===== config.mk =====
export PLATFORM = sky130hd
export DESIGN_NAME = eev_exc_unit
export DESIGN_NICKNAME = d
export VERILOG_FILES = /design/src/inc/eev_pkg.sv /design/src/inc/eev_sel_if.sv /design/src/core/eev_vector_sel.sv /design/src/core/eev_exc_unit.sv
export VERILOG_INCLUDE_DIRS = /design/src /design/src/inc
export SDC_FILE = /design/constraint.sdc
export NUM_CORES = 1
export LEC_CHECK = 0
export ABC_AREA = 1
export BUFFER_PORTS_ARGS = -buffer_cell sky130_fd_sc_hd__buf_2
export CAP_MARGIN = 20
export CORE_MARGIN = 2
export CORE_UTILIZATION = 46
export DETAILED_ROUTE_END_ITERATION = 16
export PLACE_DENSITY = 0.72
export SETUP_SLACK_MARGIN = 0.4
export SYNTH_ARGS = -nofsm -noshare
export SYNTH_HDL_FRONTEND = slang
export SYNTH_HIERARCHICAL = 1
export SYNTH_SLANG_ARGS = --single-unit

===== constraint.sdc =====
create_clock -name i_core_clk -period 2.32 [get_ports i_core_clk]
set_input_delay 0.464 -clock i_core_clk [delete_from_list [all_inputs] [get_ports i_core_clk]]
set_output_delay 0.464 -clock i_core_clk [all_outputs]
set_load 0.02 [all_outputs]

===== src/inc/eev_regs.svh =====
// Purpose: Offsets, field positions, reset values and vector offsets of the exception unit
// Assumes: APB byte addresses, one aligned 32-bit word per register
// Notes: Definitions only
`ifndef EEV_REGS_SVH
`define EEV_REGS_SVH

`define EEV_AW 12
`define EEV_NC 13
`define EEV_SRW 5

`define EEV_OFF_SR 12'h000
`define EEV_OFF_EPC 12'h004
`define EEV_OFF_ESR 12'h008
`define EEV_OFF_SAVED_FAULT_ADDRESS 12'h00c
`define EEV_OFF_VBR 12'h010
`define EEV_OFF_ISTS 12'h014
`define EEV_OFF_ICLR 12'h018
`define EEV_OFF_IEN 12'h01c
`define EEV_OFF_XBASE 12'h020
`define EEV_OFF_XCTL 12'h024
`define EEV_OFF_CAUSE 12'h028

`define EEV_SR_SM 0
`define EEV_SR_IEE 1
`define EEV_SR_DME 2
`define EEV_SR_IME 3
`define EEV_SR_HVS 4
`define EEV_SR_RST 5'h01

`define EEV_VEC_RESET 12'h100
`define EEV_VEC_BUSERR 12'h200
`define EEV_VEC_DPAGE 12'h300
`define EEV_VEC_IPAGE 12'h400
`define EEV_VEC_TICK 12'h500
`define EEV_VEC_ALIGN 12'h600
`define EEV_VEC_ILLEGAL 12'h700
`define EEV_VEC_EXT 12'h800
`define EEV_VEC_DTLB 12'h900
`define EEV_VEC_ITLB 12'ha00
`define EEV_VEC_RANGE 12'hb00
`define EEV_VEC_SYSCALL 12'hc00
`define EEV_VEC_TRAP 12'he00
`define EEV_HIGH_BASE 20'hf0000

`define EEV_PSZ_8K 2'h0
`define EEV_PSZ_16M 2'h1
`define EEV_PSZ_32G 2'h2
`define EEV_MASK_8K 32'h0000_1fff
`define EEV_MASK_16M 32'h00ff_ffff
`define EEV_MASK_32G 32'hffff_ffff

`endif


===== src/inc/eev_pkg.sv =====
// Purpose: Types of the exception unit
// Assumes: Macros from eev_regs.svh
// Notes: Cause order is the taking priority, first is highest
`include "eev_regs.svh"
package eev_pkg;
    typedef enum logic [3:0] {
        EEV_C_RESET, EEV_C_BUSERR, EEV_C_ITLB, EEV_C_IPAGE, EEV_C_ILLEGAL,
        EEV_C_ALIGN, EEV_C_RANGE, EEV_C_DTLB, EEV_C_DPAGE, EEV_C_SYSCALL,
        EEV_C_TRAP, EEV_C_TICK, EEV_C_EXT
    } eev_cause_t;
    typedef struct packed {
        logic [`EEV_SRW-1:0] sr;
        logic [`EEV_SRW-1:0] saved_supervision_status;
        logic [31:0] epc;
        logic [31:0] saved_fault_address;
        logic [31:0] vbr;
        logic [`EEV_NC-1:0] pend;
        logic [`EEV_NC-1:0] ists;
        logic [`EEV_NC-1:0] ien;
        logic [3:0] cause;
        logic [31:0] xbase;
        logic [1:0] psz;
        logic redirect;
        logic [31:0] fetch_addr;
        logic [31:0] phys;
        logic phys_valid;
        logic irq;
        logic pready;
        logic pslverr;
        logic [31:0] prdata;
        logic ext_s1;
        logic ext_s2;
    } eev_state_t;
endpackage


===== src/inc/eev_sel_if.sv =====
// Purpose: Carrier between the exception unit and its vector selector
// Assumes: Purely combinational selector
// Notes: None
`timescale 1ns/10ps
`default_nettype none
`include "eev_regs.svh"
interface eev_sel_if;
    logic [`EEV_NC-1:0] elig;
    logic hvs;
    logic [31:0] vbr;
    logic valid;
    eev_pkg::eev_cause_t cause;
    logic [31:0] vector;
    modport ctrl (output elig, output hvs, output vbr, input valid, input cause, input vector);
    modport sel (input elig, input hvs, input vbr, output valid, output cause, output vector);
endinterface
`default_nettype wire


===== src/core/eev_vector_sel.sv =====
// Purpose: Pick one eligible exception and form its vector address
// Assumes: Eligible set already masked by the caller
// Notes: Combinational only
`timescale 1ns/10ps
`default_nettype none
`include "eev_regs.svh"
module eev_vector_sel #(
    parameter bit HAS_VBR = 1'b1
) (
    eev_sel_if.sel sel
);
    function automatic eev_pkg::eev_cause_t first_set(input logic [`EEV_NC-1:0] v);
        eev_pkg::eev_cause_t r;
        r = eev_pkg::EEV_C_RESET;
        for (int i = `EEV_NC - 1; i >= 0; i--) begin
            if (v[i]) begin
                r = eev_pkg::eev_cause_t'(i[3:0]);
            end
        end
        return r;
    endfunction

    function automatic logic [11:0] low_offset(input eev_pkg::eev_cause_t c);
        case (c)
            eev_pkg::EEV_C_RESET: return `EEV_VEC_RESET;
            eev_pkg::EEV_C_BUSERR: return `EEV_VEC_BUSERR;
            eev_pkg::EEV_C_DPAGE: return `EEV_VEC_DPAGE;
            eev_pkg::EEV_C_IPAGE: return `EEV_VEC_IPAGE;
            eev_pkg::EEV_C_TICK: return `EEV_VEC_TICK;
            eev_pkg::EEV_C_ALIGN: return `EEV_VEC_ALIGN;
            eev_pkg::EEV_C_ILLEGAL: return `EEV_VEC_ILLEGAL;
            eev_pkg::EEV_C_EXT: return `EEV_VEC_EXT;
            eev_pkg::EEV_C_DTLB: return `EEV_VEC_DTLB;
            eev_pkg::EEV_C_ITLB: return `EEV_VEC_ITLB;
            eev_pkg::EEV_C_RANGE: return `EEV_VEC_RANGE;
            eev_pkg::EEV_C_SYSCALL: return `EEV_VEC_SYSCALL;
            eev_pkg::EEV_C_TRAP: return `EEV_VEC_TRAP;
            default: return `EEV_VEC_RESET;
        endcase
    endfunction

    logic [19:0] hi;

    assign hi = (HAS_VBR ? sel.vbr[31:12] : 20'h00000) | (sel.hvs ? `EEV_HIGH_BASE : 20'h00000);
    assign sel.valid = |sel.elig;
    assign sel.cause = first_set(sel.elig);
    assign sel.vector = {hi, low_offset(sel.cause)};
endmodule
`default_nettype wire


===== src/core/eev_exc_unit.sv =====
// Purpose: Exception entry, vectoring, mode control and page translation with APB registers
// Assumes: Event inputs are one-cycle pulses from core logic; external request is a pin level
// Notes: Synchronous faults are taken even while interrupt entry is disabled
//
// Behaviour
// - On entry save interrupted PC, status, and fault address where relevant.
// - On entry go supervisor, disable both translation units and interrupts.
// - Fetch resumes at per-cause vector; tick 0x500, align 0x600, illegal 0x700, range 0xB00.
// - Reset vectors to offset 0x100, bus error to 0x200.
// - Data page fault vectors to 0x300, instruction page fault to 0x400.
// - Taken external interrupt vectors to 0x800.
// - Data translation miss vectors to 0x900.
// - Instruction translation miss vectors to 0xA00.
// - Trap instruction or debug exception vectors to 0xE00.
// - Vector bits 31-12 come from high-vector select and vector base register.
// - Without base register and with high-vector select clear, upper bits are zero.
// - Exactly two privilege levels, user and supervisor.
// - With translation enabled every issued virtual address is translated.
// - Basic page size 8KB; 16MB and 32GB pages also offered.
//
// Local design decisions: the APB interface to the registers and the address map.
`timescale 1ns/10ps
`default_nettype none
`include "eev_regs.svh"
module eev_exc_unit #(
    parameter bit HAS_VBR = 1'b1
) (
    input wire logic i_core_clk,
    input wire logic i_reset_n,
    input wire logic i_psel,
    input wire logic i_penable,
    input wire logic i_pwrite,
    input wire logic [`EEV_AW-1:0] i_paddr,
    input wire logic [31:0] i_pwdata,
    output wire logic o_pready,
    output wire logic [31:0] o_prdata,
    output wire logic o_pslverr,
    input wire logic i_bus_error,
    input wire logic i_dpage_fault,
    input wire logic i_ipage_fault,
    input wire logic i_tick,
    input wire logic i_align,
    input wire logic i_illegal,
    input wire logic i_ext_irq,
    input wire logic i_dtlb_miss,
    input wire logic i_itlb_miss,
    input wire logic i_range,
    input wire logic i_syscall,
    input wire logic i_trap,
    input wire logic i_debug_exc,
    input wire logic [31:0] i_instr_pc,
    input wire logic [31:0] i_fault_addr,
    input wire logic i_rfe,
    input wire logic i_xlate_req,
    input wire logic i_xlate_instr,
    input wire logic [31:0] i_virt_addr,
    output wire logic o_redirect,
    output wire logic [31:0] o_fetch_addr,
    output wire logic o_supervisor,
    output wire logic o_dmmu_en,
    output wire logic o_immu_en,
    output wire logic [31:0] o_phys_addr,
    output wire logic o_phys_valid,
    output wire logic o_irq
);
    eev_pkg::eev_state_t st;
    eev_pkg::eev_state_t nxt;
    logic [`EEV_NC-1:0] new_evt;
    logic [`EEV_NC-1:0] int_mask;
    logic [`EEV_NC-1:0] take_hot;
    logic take;
    logic setup;
    logic access;
    logic xl_en;

    eev_sel_if sel_bus();

    eev_vector_sel #(
        .HAS_VBR(HAS_VBR)
    ) u_sel (
        .sel(sel_bus)
    );

    function automatic logic needs_ea(input eev_pkg::eev_cause_t c);
        case (c)
            eev_pkg::EEV_C_BUSERR,
            eev_pkg::EEV_C_DPAGE,
            eev_pkg::EEV_C_IPAGE,
            eev_pkg::EEV_C_ALIGN,
            eev_pkg::EEV_C_DTLB,
            eev_pkg::EEV_C_ITLB: return 1'b1;
            default: return 1'b0;
        endcase
    endfunction

    function automatic logic [31:0] page_mask(input logic [1:0] psz);
        case (psz)
            `EEV_PSZ_8K: return `EEV_MASK_8K;
            `EEV_PSZ_16M: return `EEV_MASK_16M;
            // A 32GB page spans the whole 32-bit space
            `EEV_PSZ_32G: return `EEV_MASK_32G;
            default: return `EEV_MASK_8K;
        endcase
    endfunction

    always_comb begin
        new_evt = '0;
        new_evt[eev_pkg::EEV_C_BUSERR] = i_bus_error;
        new_evt[eev_pkg::EEV_C_ITLB] = i_itlb_miss;
        new_evt[eev_pkg::EEV_C_IPAGE] = i_ipage_fault;
        new_evt[eev_pkg::EEV_C_ILLEGAL] = i_illegal;
        new_evt[eev_pkg::EEV_C_ALIGN] = i_align;
        new_evt[eev_pkg::EEV_C_RANGE] = i_range;
        new_evt[eev_pkg::EEV_C_DTLB] = i_dtlb_miss;
        new_evt[eev_pkg::EEV_C_DPAGE] = i_dpage_fault;
        new_evt[eev_pkg::EEV_C_SYSCALL] = i_syscall;
        new_evt[eev_pkg::EEV_C_TRAP] = i_trap | i_debug_exc;
        new_evt[eev_pkg::EEV_C_TICK] = i_tick;
    end

    // Interrupts wait while entry is disabled; faults cannot be deferred
    always_comb begin
        int_mask = '1;
        int_mask[eev_pkg::EEV_C_TICK] = st.sr[`EEV_SR_IEE];
        int_mask[eev_pkg::EEV_C_EXT] = st.sr[`EEV_SR_IEE];
    end

    assign sel_bus.elig = st.pend & int_mask;
    assign sel_bus.hvs = st.sr[`EEV_SR_HVS];
    assign sel_bus.vbr = st.vbr;
    assign take = sel_bus.valid;
    assign take_hot = take ? ({{(`EEV_NC-1){1'b0}}, 1'b1} << sel_bus.cause) : '0;
    assign setup = i_psel & ~i_penable;
    assign access = i_psel & i_penable & st.pready;
    assign xl_en = i_xlate_instr ? st.sr[`EEV_SR_IME] : st.sr[`EEV_SR_DME];

    always_comb begin
        nxt = st;
        nxt.redirect = 1'b0;
        nxt.phys_valid = 1'b0;
        nxt.pready = 1'b0;
        nxt.pslverr = 1'b0;
        nxt.ext_s1 = i_ext_irq;
        nxt.ext_s2 = st.ext_s1;
        // Taken bit clears, a new event in the same cycle keeps it pending
        nxt.pend = (st.pend & ~take_hot) | new_evt;
        // External request follows the line level, no stale entries
        nxt.pend[eev_pkg::EEV_C_EXT] = st.ext_s2;

        if (setup) begin
            nxt.pready = 1'b1;
            nxt.prdata = 32'h0000_0000;
            case (i_paddr)
                `EEV_OFF_SR: nxt.prdata = {{(32-`EEV_SRW){1'b0}}, st.sr};
                `EEV_OFF_EPC: nxt.prdata = st.epc;
                `EEV_OFF_ESR: nxt.prdata = {{(32-`EEV_SRW){1'b0}}, st.saved_supervision_status};
                `EEV_OFF_SAVED_FAULT_ADDRESS: nxt.prdata = st.saved_fault_address;
                `EEV_OFF_VBR: nxt.prdata = HAS_VBR ? st.vbr : 32'h0000_0000;
                `EEV_OFF_ISTS: nxt.prdata = {{(32-`EEV_NC){1'b0}}, st.ists};
                `EEV_OFF_ICLR: nxt.prdata = 32'h0000_0000;
                `EEV_OFF_IEN: nxt.prdata = {{(32-`EEV_NC){1'b0}}, st.ien};
                `EEV_OFF_XBASE: nxt.prdata = st.xbase;
                `EEV_OFF_XCTL: nxt.prdata = {30'h0000_0000, st.psz};
                `EEV_OFF_CAUSE: nxt.prdata = {28'h000_0000, st.cause};
                default: nxt.pslverr = 1'b1;
            endcase
        end

        if (access && i_pwrite) begin
            case (i_paddr)
                `EEV_OFF_SR: nxt.sr = i_pwdata[`EEV_SRW-1:0];
                `EEV_OFF_EPC: nxt.epc = i_pwdata;
                `EEV_OFF_ESR: nxt.saved_supervision_status = i_pwdata[`EEV_SRW-1:0];
                `EEV_OFF_SAVED_FAULT_ADDRESS: nxt.saved_fault_address = i_pwdata;
                `EEV_OFF_VBR: nxt.vbr = HAS_VBR ? i_pwdata : 32'h0000_0000;
                `EEV_OFF_ICLR: nxt.ists = st.ists & ~i_pwdata[`EEV_NC-1:0];
                `EEV_OFF_IEN: nxt.ien = i_pwdata[`EEV_NC-1:0];
                `EEV_OFF_XBASE: nxt.xbase = i_pwdata;
                `EEV_OFF_XCTL: nxt.psz = i_pwdata[1:0];
                default: nxt.sr = nxt.sr;
            endcase
        end

        // Entry overrides a same-cycle software write or return
        if (take) begin
            nxt.epc = i_instr_pc;
            nxt.saved_supervision_status = st.sr;
            if (needs_ea(sel_bus.cause)) begin
                nxt.saved_fault_address = i_fault_addr;
            end
            // Syscall reaches supervisor level here like every other cause
            nxt.sr[`EEV_SR_SM] = 1'b1;
            nxt.sr[`EEV_SR_IEE] = 1'b0;
            nxt.sr[`EEV_SR_DME] = 1'b0;
            nxt.sr[`EEV_SR_IME] = 1'b0;
            nxt.redirect = 1'b1;
            nxt.fetch_addr = sel_bus.vector;
            nxt.cause = sel_bus.cause;
        end else if (i_rfe) begin
            nxt.sr = st.saved_supervision_status;
        end

        // Event set wins over a clear in the same cycle
        nxt.ists = nxt.ists | take_hot;
        nxt.irq = |(nxt.ists & nxt.ien);

        if (i_xlate_req) begin
            nxt.phys_valid = 1'b1;
            if (xl_en) begin
                nxt.phys = (st.xbase & ~page_mask(st.psz)) | (i_virt_addr & page_mask(st.psz));
            end else begin
                nxt.phys = i_virt_addr;
            end
        end

        if (!i_reset_n) begin
            nxt = '0;
            nxt.sr = `EEV_SR_RST;
            nxt.pend[eev_pkg::EEV_C_RESET] = 1'b1;
        end
    end

    always_ff @(posedge i_core_clk) begin
        st <= nxt;
    end

    assign o_pready = st.pready;
    assign o_prdata = st.prdata;
    assign o_pslverr = st.pslverr;
    assign o_redirect = st.redirect;
    assign o_fetch_addr = st.fetch_addr;
    assign o_supervisor = st.sr[`EEV_SR_SM];
    assign o_dmmu_en = st.sr[`EEV_SR_DME];
    assign o_immu_en = st.sr[`EEV_SR_IME];
    assign o_phys_addr = st.phys;
    assign o_phys_valid = st.phys_valid;
    assign o_irq = st.irq;

    logic [19:0] exp_hi;
    assign exp_hi = (HAS_VBR ? st.vbr[31:12] : 20'h00000) |
                    (st.sr[`EEV_SR_HVS] ? `EEV_HIGH_BASE : 20'h00000);
endmodule
`default_nettype wire


==> Word level (Yosys, flattened, before mapping) <==
Memories as Yosys holds them, arrays and structs flattened.
Cells that the tools add are included.
{ "op_classes": {"n_eq_ne": 18, "n_mux": 40, "reduce_logical": 19, "shifts": 1, "n_bitwise": 19} }
{ "op_table": {"columns": ["operator", "count"], "rows": [
  ["$pmux 32 s10", 1],
  ["$mux 32", 7],
  ["$mux 106", 1],
  ["$mux 69", 1],
  ["$and 32x32->32", 2],
  ["$pmux 32 s2", 1],
  ["$mux 4", 13],
  ["$eq 12x5->1 const B", 4],
  ["$and 13x13->13", 3],
  ["$mux 13", 3],
  ["$eq 12x6->1 const B", 3],
  ["$mux 34", 1],
  ["$mux 33", 1],
  ["$not 32->32", 1],
  ["$or 32x32->32", 1],
  ["$mux 26", 1],
  ["$reduce_or 13->1", 2],
  ["$eq 12x4->1 const B", 2],
  ["$mux 20", 1],
  ["$or 20x20->20", 1],
  ["$mux 5", 3],
  ["$reduce_and 2->1", 7],
  ["$reduce_or 14->1", 1],
  ["$not 13->13", 1],
  ["other kinds (21)", 35]
]} }
{ "word_totals": {"in_bits": 161, "register_bits": 286, "romBits": 64, "output_inout_bits": 104, "wordCells": 120, "memories": 1} }
{ "memory_table": {"columns": ["memory", "words", "word_bits", "rd", "rd_clocked_by_memory_dff", "write_ports", "line", "source"], "rows": [
  ["(name not given)", 16, 4, 1, 0, 0, "eev_vector_sel.sv:24", "case (c)"]
]} }

==> Longest topological paths before layout <==
Gate-level depths: netlist of the first run.
{ "logic_depth": {"ltp_word": 20, "ltp_mapped": 26, "mapped_depth_nobuf": 25} }

==> Cells and area by module <==
Netlist of the first run, hierarchy kept.
{ "by_module_without_submodules": {"columns": ["mod", "cells_per_inst", "seq_area_each_um2", "instances", "area_per_inst_um2"], "rows": [
  ["eev_exc_unit", 1845, 5725.5, 1, 13280.2],
  ["eev_vector_sel", 99, 0.0, 1, 569.3]
]} }

==> Worst setup path after synthesis of the first run <==
No wires, ideal clock.
{ "synth_path": {"path_kind": "reg2reg", "startpoint": "register st, in the netlist int_mask[11]", "endpoint": "register st[225] (netlist name)", "setup_ps": 116, "n_path_buf": 2, "slack_ps": 0, "path_stages_with_launch": 24, "arrival_ps": 2204, "period_less_slack_ps": 2320, "required_time_ps": 2204, "cell_sequence": "dfxtp_1 -> nand2_1 -> inv_1 -> nand2_1 -> nand2_1 -> nand2_1 -> nand2_1 -> nand2_1 -> nand2_1 -> nand2_1 -> nand2_1 -> nand2_1 -> nand2_1 -> nand2_1 -> inv_1 -> buf_2 -> nor2_1 -> inv_1 -> or2_2 -> o2111ai_4 -> buf_2 -> nand3_1 -> o211ai_1 -> inv_1"} }
{ "synth_between": {"elab_cells_between_ends": 26, "cone_classes": "eq/ne: 6; mux: 17; bitwise: 1; reduce/logical: 2"} }
{ "synth_lines": {"columns": ["element", "line", "source"], "rows": [
  ["start, declared", "eev_exc_unit.sv:66", "eev_pkg::eev_state_t st;"],
  ["start signal, assigned", "eev_exc_unit.sv:224", "st <= nxt;"],
  ["$and 13x13->13 *", "eev_exc_unit.sv:128", "assign sel_bus.elig = st.pend & int_mask;"],
  ["via sel_bus.elig[11]", "eev_sel_if.sv:8", "logic [`EEV_NC-1:0] elig;"],
  ["$mux 4 * (12 in a row)", "eev_vector_sel.sv:16", "if (v[i]) begin"],
  ["via sel_bus.cause[0]", "eev_sel_if.sv:12", "eev_pkg::eev_cause_t cause;"],
  ["$eq 4x1->1 (tied with other cells)", "eev_exc_unit.sv:85", "case (c)"],
  ["$reduce_or 6->1 *", "eev_exc_unit.sv:85", null],
  ["$mux 1 *", "eev_exc_unit.sv:85", null],
  ["$mux 1 *", "eev_exc_unit.sv:185", "if (take) begin"],
  ["$mux 32 *", "eev_exc_unit.sv:188", "if (needs_ea(sel_bus.cause)) begin"],
  ["$mux 69 *", "eev_exc_unit.sv:185", null]
]} }
Mark *: on every way through the listed nets, which the timed path passes. The rest lies on a longest branch. The select of a mux whose other input is x is not followed.
A chain may end at the register's enable or synchronous reset.

==> Final worst setup path of the first run <==
{ "layout_path": {"startpoint": "register st[178] (netlist name)", "endpoint": "register st[225] (netlist name)"} }
The elaborated chain is that of the path after synthesis.

==> impl_metrics.sql, run 1 <==
INSERT INTO impl_metrics (metric_group, metric, value, unit) VALUES
('detailed_routing', 'vias', '13820', ''),
('setup_path', 'worstRegToRegCells', '17', ''),
('setup_path', 'cp.buffers_inverters', '8', ''),
('power_and_ir_drop', 'power_density', '716.3', 'nW/um2'),
('logic_synthesis', 'count_of_different_cell_masters_after_synthesis', '43', ''),
('setup_path', 'path_max_fanout', '18', ''),
('setup_path', 'cp.required', '2.77', 'ns'),
('grt', 'wire_length_of_the_first_global_routing_pass', '69210', 'um'),
('logic_synthesis', 'synth_seq_area_share', '41.34', '%'),
('worst_hold_path', 'hold_start', 'i_ext_irq', ''),
('detailed_routing', 'drt_wl_total', '47560', 'um'),
('detailed_routing', 'drcViolationCount', '0', ''),
('cts', 'clock_transition_time_at_the_flip_flop_clock_pins_of_the_worst_setup_and_hold_paths', '0.06', 'ns'),
('setup_path', 'setup.worst_path.class', 'register to register', ''),
('cts', 'cts_root_buffer', 'clkbuf_16', ''),
('timing', 'final_period_minus_worst_setup_slack', '2.263', 'ns'),
('logic_synthesis', 'synth-seq-cells', '286', ''),
('power_and_ir_drop', 'power_leakage', '7.527', 'nW'),
('grt', 'antenna_found_initial', '2', ''),
('cts', 'worstSkewPairLatency', '0.57', 'ns'),
('detailed_routing', 'antenna_left', '0', ''),
('logic_synthesis', 'postSynth.topFlopCell', 'dfxtp_1', ''),
('worst_hold_path', 'hold_end', 'st[1]', ''),
('timing', 'finalSetupViolations', '0', ''),
('grt', 'number_of_global_route_vias_before_repair', '12750', ''),
('logic_synthesis', 'avgSynthCellArea', '7.124', 'um2'),
('timing', 'worst_pin_slew', '0.8425', 'ns'),
('cts', 'number_of_buffers_between_clock_root_and_the_deepest_sink', '3', ''),
('placement', 'detailed_place_hpwl', '32340', 'um'),
('placement', 'place_congestion', '0.9600', ''),
('setup_path', 'setup.worst_path.end_class', 'register', ''),
('cells_and_area', 'layoutNonFillerInstCount', '2530', ''),
('setup_path', 'worst_r2r_endpoint', 'st[225]', ''),
('timing', 'max_freq', '441.9', 'MHz'),
('timing', 'finalClockSkew', '0.01001', 'ns'),
('logic_synthesis', 'synth_async_sr_flop_share', '0', '%'),
('grt', 'grt_use_total', '28.03', '%'),
('cts', 'htree_levels', '1', ''),
('cells_and_area', 'post_route_cells_drive_above_1_share', '25.81', '%'),
('logic_synthesis', 'synthesis.area', '13850', 'um2'),
('timing', 'rsz0062_at_grt', 'true', ''),
('floorplan', 'initial_core_util', '46.73', '%'),
('cells_and_area', 'multi_input_comb_area', '6301', 'um2'),
('worst_hold_path', 'hold_path_class', 'input pin to register', ''),
('cts', 'numCtsBuffers', '31', ''),
('floorplan', 'floorplan.die.width', '177.5', 'um'),
('setup_path', 'cp_common_cell', 'nand2_2', ''),
('run_status', 'run_status', 'finished clean', ''),
('floorplan', 'i_o_pin_total', '265', ''),
('floorplan', 'die-area', '31510', 'um2'),
('setup_path', 'cp-start-kind', 'register', ''),
('cts', 'number_of_sinks_handled_by_clock_tree_synthesis', '286', ''),
('grt', 'grt_max_degree', '107', ''),
('cells_and_area', 'postLayoutCellArea', '16830', 'um2'),
('cells_and_area', 'layout.nets', '2280', ''),
('floorplan', 'fp-row-count', '63', ''),
('detailed_routing', 'routed_via_density', '5.462', ''),
('setup_path', 'path_cells', 'nand2_2, inv_2, buf_4, nor2_2, nand2_2, inv_2, nand2_2, nand2_2, nand2_4, clkinv_4, clkinvlp_4, o2111ai_4, buf_12, buf_12, nand3_1, o211ai_1, inv_1', ''),
('timing', 'final-max-slew-violation-count', '0', ''),
('logic_synthesis', 'synth_edf_count', '0', ''),
('cells_and_area', 'register_area', '5732', 'um2'),
('setup_path', 'worst_ep_arrival_time', '2.71', 'ns'),
('worst_hold_path', 'hold-path-cell-count', '3', ''),
('floorplan', 'core_area', '29640', 'um2'),
('timing', 'finalHoldViolations', '0', ''),
('placement', 'placement.cell_area', '14920', 'um2'),
('cells_and_area', 'final.fill_count', '2806', ''),
('setup_path', 'reg_to_reg_startpoint', 'st[178]', ''),
('logic_synthesis', 'yosys_warnings', '6', ''),
('logic_synthesis', 'netlist_instances', '1944', ''),
('cells_and_area', 'area_growth_syn_to_layout', '21.56', '%');
[worst register-to-register path: stages, from the launching register on]
cell        delay [ns]
dfxtp_2           0.32
nand2_2           0.06
inv_2             0.04
buf_4             0.13
nor2_2            0.09
nand2_2           0.09
inv_2             0.08
nand2_2           0.06
nand2_2           0.09
nand2_4           0.06
clkinv_4          0.06
clkinvlp_4        0.17
o2111ai_4         0.34
buf_12            0.18
buf_12            0.15
nand3_1           0.08
o211ai_1          0.09
inv_1             0.07
[synthesized netlist by cell type (2+ instances only)]
master       n  area, um2
nor3_1      10      50.05
nor2_4       6      67.56
a31oi_1     27      168.9
nor4_1       2      12.51
inv_1      193      724.4
nand3_1    102      510.5
buf_4      127      953.4
nor2_1      91      341.6
buf_6        4      45.04
or2_2        5      31.28
inv_2       11      41.29
o22ai_1      4      25.02
ha_1         5      62.56
nand2_2      7      43.79
a21oi_1    165      825.8
o21ai_1     22      110.1
nand4_1     17      106.4
clkinv_1     2      7.510
nand3_4      3      52.55
nand2_4      2      22.52
o221ai_1     2      17.52
a22oi_1     21      157.7
clkbuf_1    67      251.5
buf_2       32      160.2
dfxtp_1    286       5725
nand2_1    518       1944
o21ai_0    114      570.6
o2111ai_1   19      166.4
nor3_4       3      48.80
nand3_2      2      20.02
a21oi_2      2      17.52
o211ai_1    59      442.9
buf_1        2      7.510
nor2_2       3      18.77
[placed cells by master (no fill, tap or decap), types with 17 or more instances in the layout]
| cell | netlist | routed |
|---|---|---|
| a21oi_1 | 165 | 150 |
| a21oi_2 | 2 | 17 |
| nand3_1 | 102 | 93 |
| o21ai_1 | 22 | 26 |
| clkbuf_16 | 0 | 33 |
| nand2_2 | 7 | 28 |
| inv_1 | 193 | 185 |
| nor2_1 | 91 | 81 |
| buf_12 | 0 | 17 |
| buf_2 | 32 | 263 |
| a22oi_1 | 21 | 19 |
| o21ai_0 | 114 | 103 |
| dfxtp_1 | 286 | 283 |
| nand2_1 | 518 | 494 |
| a31oi_1 | 27 | 27 |
| buf_4 | 127 | 64 |
| nand4_1 | 17 | 17 |
| o211ai_1 | 59 | 59 |
| o2111ai_1 | 19 | 19 |
[flip-flops by register name (all words and copies together), names as in the netlist]
| register | cells |
|---|---|
| o_dmmu_en | 1 |
| o_fetch_addr | 32 |
| o_irq | 1 |
| o_immu_en | 1 |
| o_phys_valid | 1 |
| o_redirect | 1 |
| o_supervisor | 1 |
| o_phys_addr | 32 |
| int_mask | 1 |
| o_pready | 1 |
| o_prdata | 32 |
| st | 148 |
| o_pslverr | 1 |
| sel_bus.vbr | 32 |
| sel_bus.hvs | 1 |
[report_power, final]
group	leakage (nW)	internal [W]	switching [W]
registers	2.34	0.00514	0.000125
logic	4.64	0.000633	0.000904
clock network	0.550	0.00319	0.00207
[routing by layer]
metal  vias to the layer above  track usage, %  part of all wire, %
met1                      6469           35.95                   41
met5                         -               0                0.027
met2                       658           46.72                   47
li1                       6571               -                    -
met4                         2           13.11                  4.6
met3                       120           3.642                  7.4
[cell type report]
cell class                 count  area share (%)
clock inverter                19           1.368
multi-input combinational   1225           37.43
timing repair inverter         1         0.05203
inverter                     207           4.846
timing repair buffer         362           14.20
tap                          390           2.899
antenna                        1         0.01486
clock buffer                  39           5.143
sequential                   286           34.05
[cells by family (layout without fill, tap and decap cells)]
family                   Yosys count  in the layout  synth area share [%]
AND/OR/NAND/NOR                  773            773                 23.84
buffers and inverters            440            628                 15.90
AO/OA/AOI/OAI                    439            439                 18.44
flip-flops                       286            286                 41.34
adder cells (fa/ha/maj)            5              5                0.4517
other                              1              9               0.02708
[worst max-delay path by stage]
stage | endpoint | slack [ns] | cells past startpoint
final | st[225] | 0.06 | 17
after global routing | st[226] | -0.09 | 23
after CTS | st[225] | 0.13 | 23
after detailed placement | o_irq | -0.04 | 13
after global placement | o_irq | -0.02 | 13
after floorplan | st[243] | 0.19 | 23
[metrics by stage]
stage	util [%]	setup slack (ns)	setup TNS [ns]	hold slack [ns]	power, W
6_report	56.80	0.05708	0	0.08691	0.01206
5_1_grt	56.79	-0.09367	-0.9118	0.1187	0.01245
4_1_cts	54.70	0.1295	0	0.07479	0.01194
3_5_place_dp	50.34	-0.03839	-0.03839	0.4030	0.006583
3_3_place_gp	50.34	-0.02322	-0.02322	0.4084	0.006550
2_1_floorplan	-	0.1949	0	0.3905	0.006172
[repair_timing]
item	in CTS	in global routing
hold buffers	0	0
gates cloned	1	3
hold endpoints to repair	0	0
pin swaps	3	22
setup endpoints to repair	81	188
gates resized for setup	36	106
setup buffers	9	20
No activity file was read; power rests on OpenSTA's default activity.
==> inputs of run 2 (changes only) <==
CORE_UTILIZATION = 40   (was 46)
GPL_TIMING_DRIVEN = 0   (was unset)
PLACE_DENSITY = 0.64   (was 0.72)
==> run 2 against run 1 <==
Against the previous run: the flow now finishes with violations (negative setup slack); clock power rose by 3%; critical endpoint is now st[242]; total power is 3.4% higher; die area is 15% higher; count of clock-buffer cells in the layout increased by 12; hold slack gained 0.058 ns; global-route usage grew 1.6 points; first-iteration DRC count is 4.8% higher.
==> impl_metrics.sql, run 2 (synthesized netlist as in run 1, its figures left out) <==
INSERT INTO impl_metrics (metric_group, metric, value, unit) VALUES
('run_status', 'run_status', 'finished, violations left', ''),
('run_status', 'failed_checks', 'negative setup slack', ''),
('power_and_ir_drop', 'clock_power_share', '43.5', '%'),
('timing', 'finalHoldViolations', '0', ''),
('setup_path', 'cp_top_family', 'buffers and inverters', ''),
('power_and_ir_drop', 'comb_power_share', '14.3', '%'),
('detailed_routing', 'routed_via_density', '5.309', ''),
('cells_and_area', 'layout_common_cells', 'nand2_1, buf_2, dfxtp_1', ''),
('timing', 'rsz0062_at_grt', 'true', ''),
('cts', 'number_of_sinks_handled_by_clock_tree_synthesis', '286', ''),
('grt', 'grt_use_total', '29.63', '%'),
('floorplan', 'initial_core_util', '40.39', '%'),
('cells_and_area', 'largest_register', 'st', ''),
('timing', 'fin_crit_sh', '107.1', '%'),
('grt', 'gr-total-overflow', '0', ''),
('setup_path', 'cp.buffers_inverters', '10', ''),
('floorplan', 'die-area', '36130', 'um2'),
('timing', 'final-max-slew-violation-count', '0', ''),
('power_and_ir_drop', 'ir_worst_vdd', '0.4165', 'mV'),
('cells_and_area', 'n_antenna_cell', '0', ''),
('floorplan', 'i_o_pin_total', '265', ''),
('floorplan', 'core_area', '34290', 'um2'),
('setup_path', 'path_max_fanout', '10', ''),
('grt', 'grt_max_degree', '13', ''),
('timing', 'timing.max_slew.rel_slack', '39.17', '%'),
('setup_path', 'worst_ep_arrival_time', '2.89', 'ns'),
('setup_path', 'path_cells', 'nand2_2, inv_2, buf_4, buf_6, nor2_4, nand2_4, clkinv_2, nand2_2, nand2_2, nand2_4, inv_4, clkinvlp_4, buf_4, o2111ai_4, buf_12, buf_12, nand3_1, o211ai_1, inv_1', ''),
('cells_and_area', 'layout.cells.most_common', 'nand2_1', ''),
('placement', 'place_congestion', '0.9434', ''),
('floorplan', 'die_h', '190.1', 'um'),
('timing', 'max_freq', '402.5', 'MHz'),
('power_and_ir_drop', 'power_leakage', '8.628', 'nW'),
('cts', 'htree_levels', '2', ''),
('power_and_ir_drop', 'power_frac_seq', '42.3', '%'),
('timing', 'finalSetupViolations', '98', ''),
('timing', 'finalClockSkew', '0.009801', 'ns'),
('worst_hold_path', 'hold_path_class', 'input pin to register', ''),
('setup_path', 'cp.required', '2.72', 'ns'),
('timing', 'final.setup.worst_slack', '-0.1645', 'ns'),
('cts', 'cts_root_buffer', 'clkbuf_16', ''),
('power_and_ir_drop', 'netSwitchingFraction', '26.57', '%'),
('floorplan', 'fp-row-count', '68', ''),
('cts', 'worstSkewPairLatency', '0.51', 'ns'),
('detailed_routing', 'drt_iter0_drc', '1308', ''),
('power_and_ir_drop', 'p_switching', '0.003313', 'W'),
('setup_path', 'cp_common_cell', 'nand2_2', ''),
('cts', 'numCtsBuffers', '34', ''),
('detailed_routing', 'antenna_left', '0', ''),
('detailed_routing', 'drcViolationCount', '0', ''),
('setup_path', 'cp-start-kind', 'register', ''),
('power_and_ir_drop', 'power_density', '652.2', 'nW/um2'),
('timing', 'final.setup.tns', '-6.576', 'ns'),
('placement', 'port_buffers', '262', ''),
('setup_path', 'setup.worst_path.end_class', 'register', ''),
('detailed_routing', 'drt_wl_total', '56250', 'um'),
('setup_path', 'cp_slowest_stage_delay', '0.36', 'ns'),
('flow_run', 'cap_viol_max_count', '0', ''),
('cells_and_area', 'post_route_cells_drive_above_1_share', '35.01', '%'),
('floorplan', 'floorplan.die.width', '190.1', 'um'),
('detailed_routing', 'dr.pass1.iters', '5', ''),
('timing', 'worst_pin_slew', '0.9124', 'ns'),
('power_and_ir_drop', 'power.internal', '0.009155', 'W'),
('power_and_ir_drop', 'total_power', '0.01247', 'W'),
('setup_path', 'setup.worst_path.class', 'register to register', ''),
('timing', 'final_period_minus_worst_setup_slack', '2.484', 'ns'),
('grt', 'antenna_found_initial', '0', ''),
('cts', 'cts_tree', 'done', ''),
('cells_and_area', 'layout.nets', '2492', ''),
('placement', 'detailed_place_hpwl', '39750', 'um'),
('cts', 'number_of_buffers_between_clock_root_and_the_deepest_sink', '3', ''),
('cells_and_area', 'largest_reg_flops', '148', ''),
('cells_and_area', 'area_growth_syn_to_layout', '38.02', '%'),
('placement', 'pre_cts_slack', '-0.2979', 'ns'),
('grt', 'number_of_global_route_vias_before_repair', '13700', ''),
('detailed_routing', 'vias', '14880', ''),
('cts', 'clock_transition_time_at_the_flip_flop_clock_pins_of_the_worst_setup_and_hold_paths', '0.06', 'ns'),
('setup_path', 'worst_path_max_delay_cell', 'dfxtp_4', ''),
('grt', 'wire_length_of_the_first_global_routing_pass', '81130', 'um'),
('detailed_routing', 'drt-wirelength-per-cell', '20.07', 'um');
[run 2: worst paths after layout]
check               start      end  slack, ns  cells past startpoint
min             i_ext_irq    st[1]       0.14                      3
max          int_mask[11]  st[242]      -0.16                     19
min reg2reg         st[0]  st[179]       0.41                      2
max reg2reg  int_mask[11]  st[242]      -0.16                     19
[run 2: through the flow]
stage | instances | utilization (%) | instance area [um2] | hold slack [ns]
after floorplan | 1951 | - | 13920 | 0.3905
after global placement | 2668 | 46.08 | 15800 | 0.3972
after detailed placement | 2668 | 46.08 | 15800 | 0.3997
after CTS | 2771 | 53.43 | 18320 | 0.1493
after global routing | 2803 | 55.75 | 19120 | 0.1558
final | 2803 | 55.75 | 19120 | 0.1448
[run 2: final cells by class]
type                            instances  area (um2)
Fill cell                            3231       15170
Multi-Input combinational cell       1226        6898
Sequential cell                       286        5732
Timing Repair Buffer                  338        2236
Buffer                                233        1749
Clock buffer                           51        1026
Inverter                              207       813.3
Tap cell                              455       569.3
Clock inverter                          7       92.59
[run 2: worst register-to-register path: stages (launching register included)]
cell,delay (ns)
dfxtp_4,0.36
nand2_2,0.06
inv_2,0.04
buf_4,0.13
buf_6,0.11
nor2_4,0.11
nand2_4,0.07
clkinv_2,0.06
nand2_2,0.05
nand2_2,0.09
nand2_4,0.07
inv_4,0.07
clkinvlp_4,0.15
buf_4,0.20
o2111ai_4,0.22
buf_12,0.19
buf_12,0.16
nand3_1,0.08
o211ai_1,0.09
inv_1,0.06
[run 2: per-layer routing]
layer  global-route usage (%)  wire length [um]
met5                        0                 0
met2                    48.16             25510
met3                    4.722              5123
met1                    39.19             23060
met4                    12.16              2560
[run 2: what timing repair did]
| item | in CTS | in global routing |
|---|---|---|
| buffers inserted | 38 | 25 |
| gates cloned | 7 | 7 |
| pin swaps | 100 | 46 |
| hold buffers | 0 | 0 |
| gates resized for setup | 252 | 127 |
| setup endpoints to repair | 213 | 194 |
[run 2: power by group through the flow]
stage / Combinational (W) / Clock (W) / Sequential [W]
after floorplan: 0.000837 / 0 / 0.00533
after global placement: 0.00130 / 0 / 0.00535
after detailed placement: 0.00133 / 0 / 0.00536
after CTS: 0.00159 / 0.00546 / 0.00526
after global routing: 0.00190 / 0.00567 / 0.00529
final: 0.00178 / 0.00542 / 0.00527
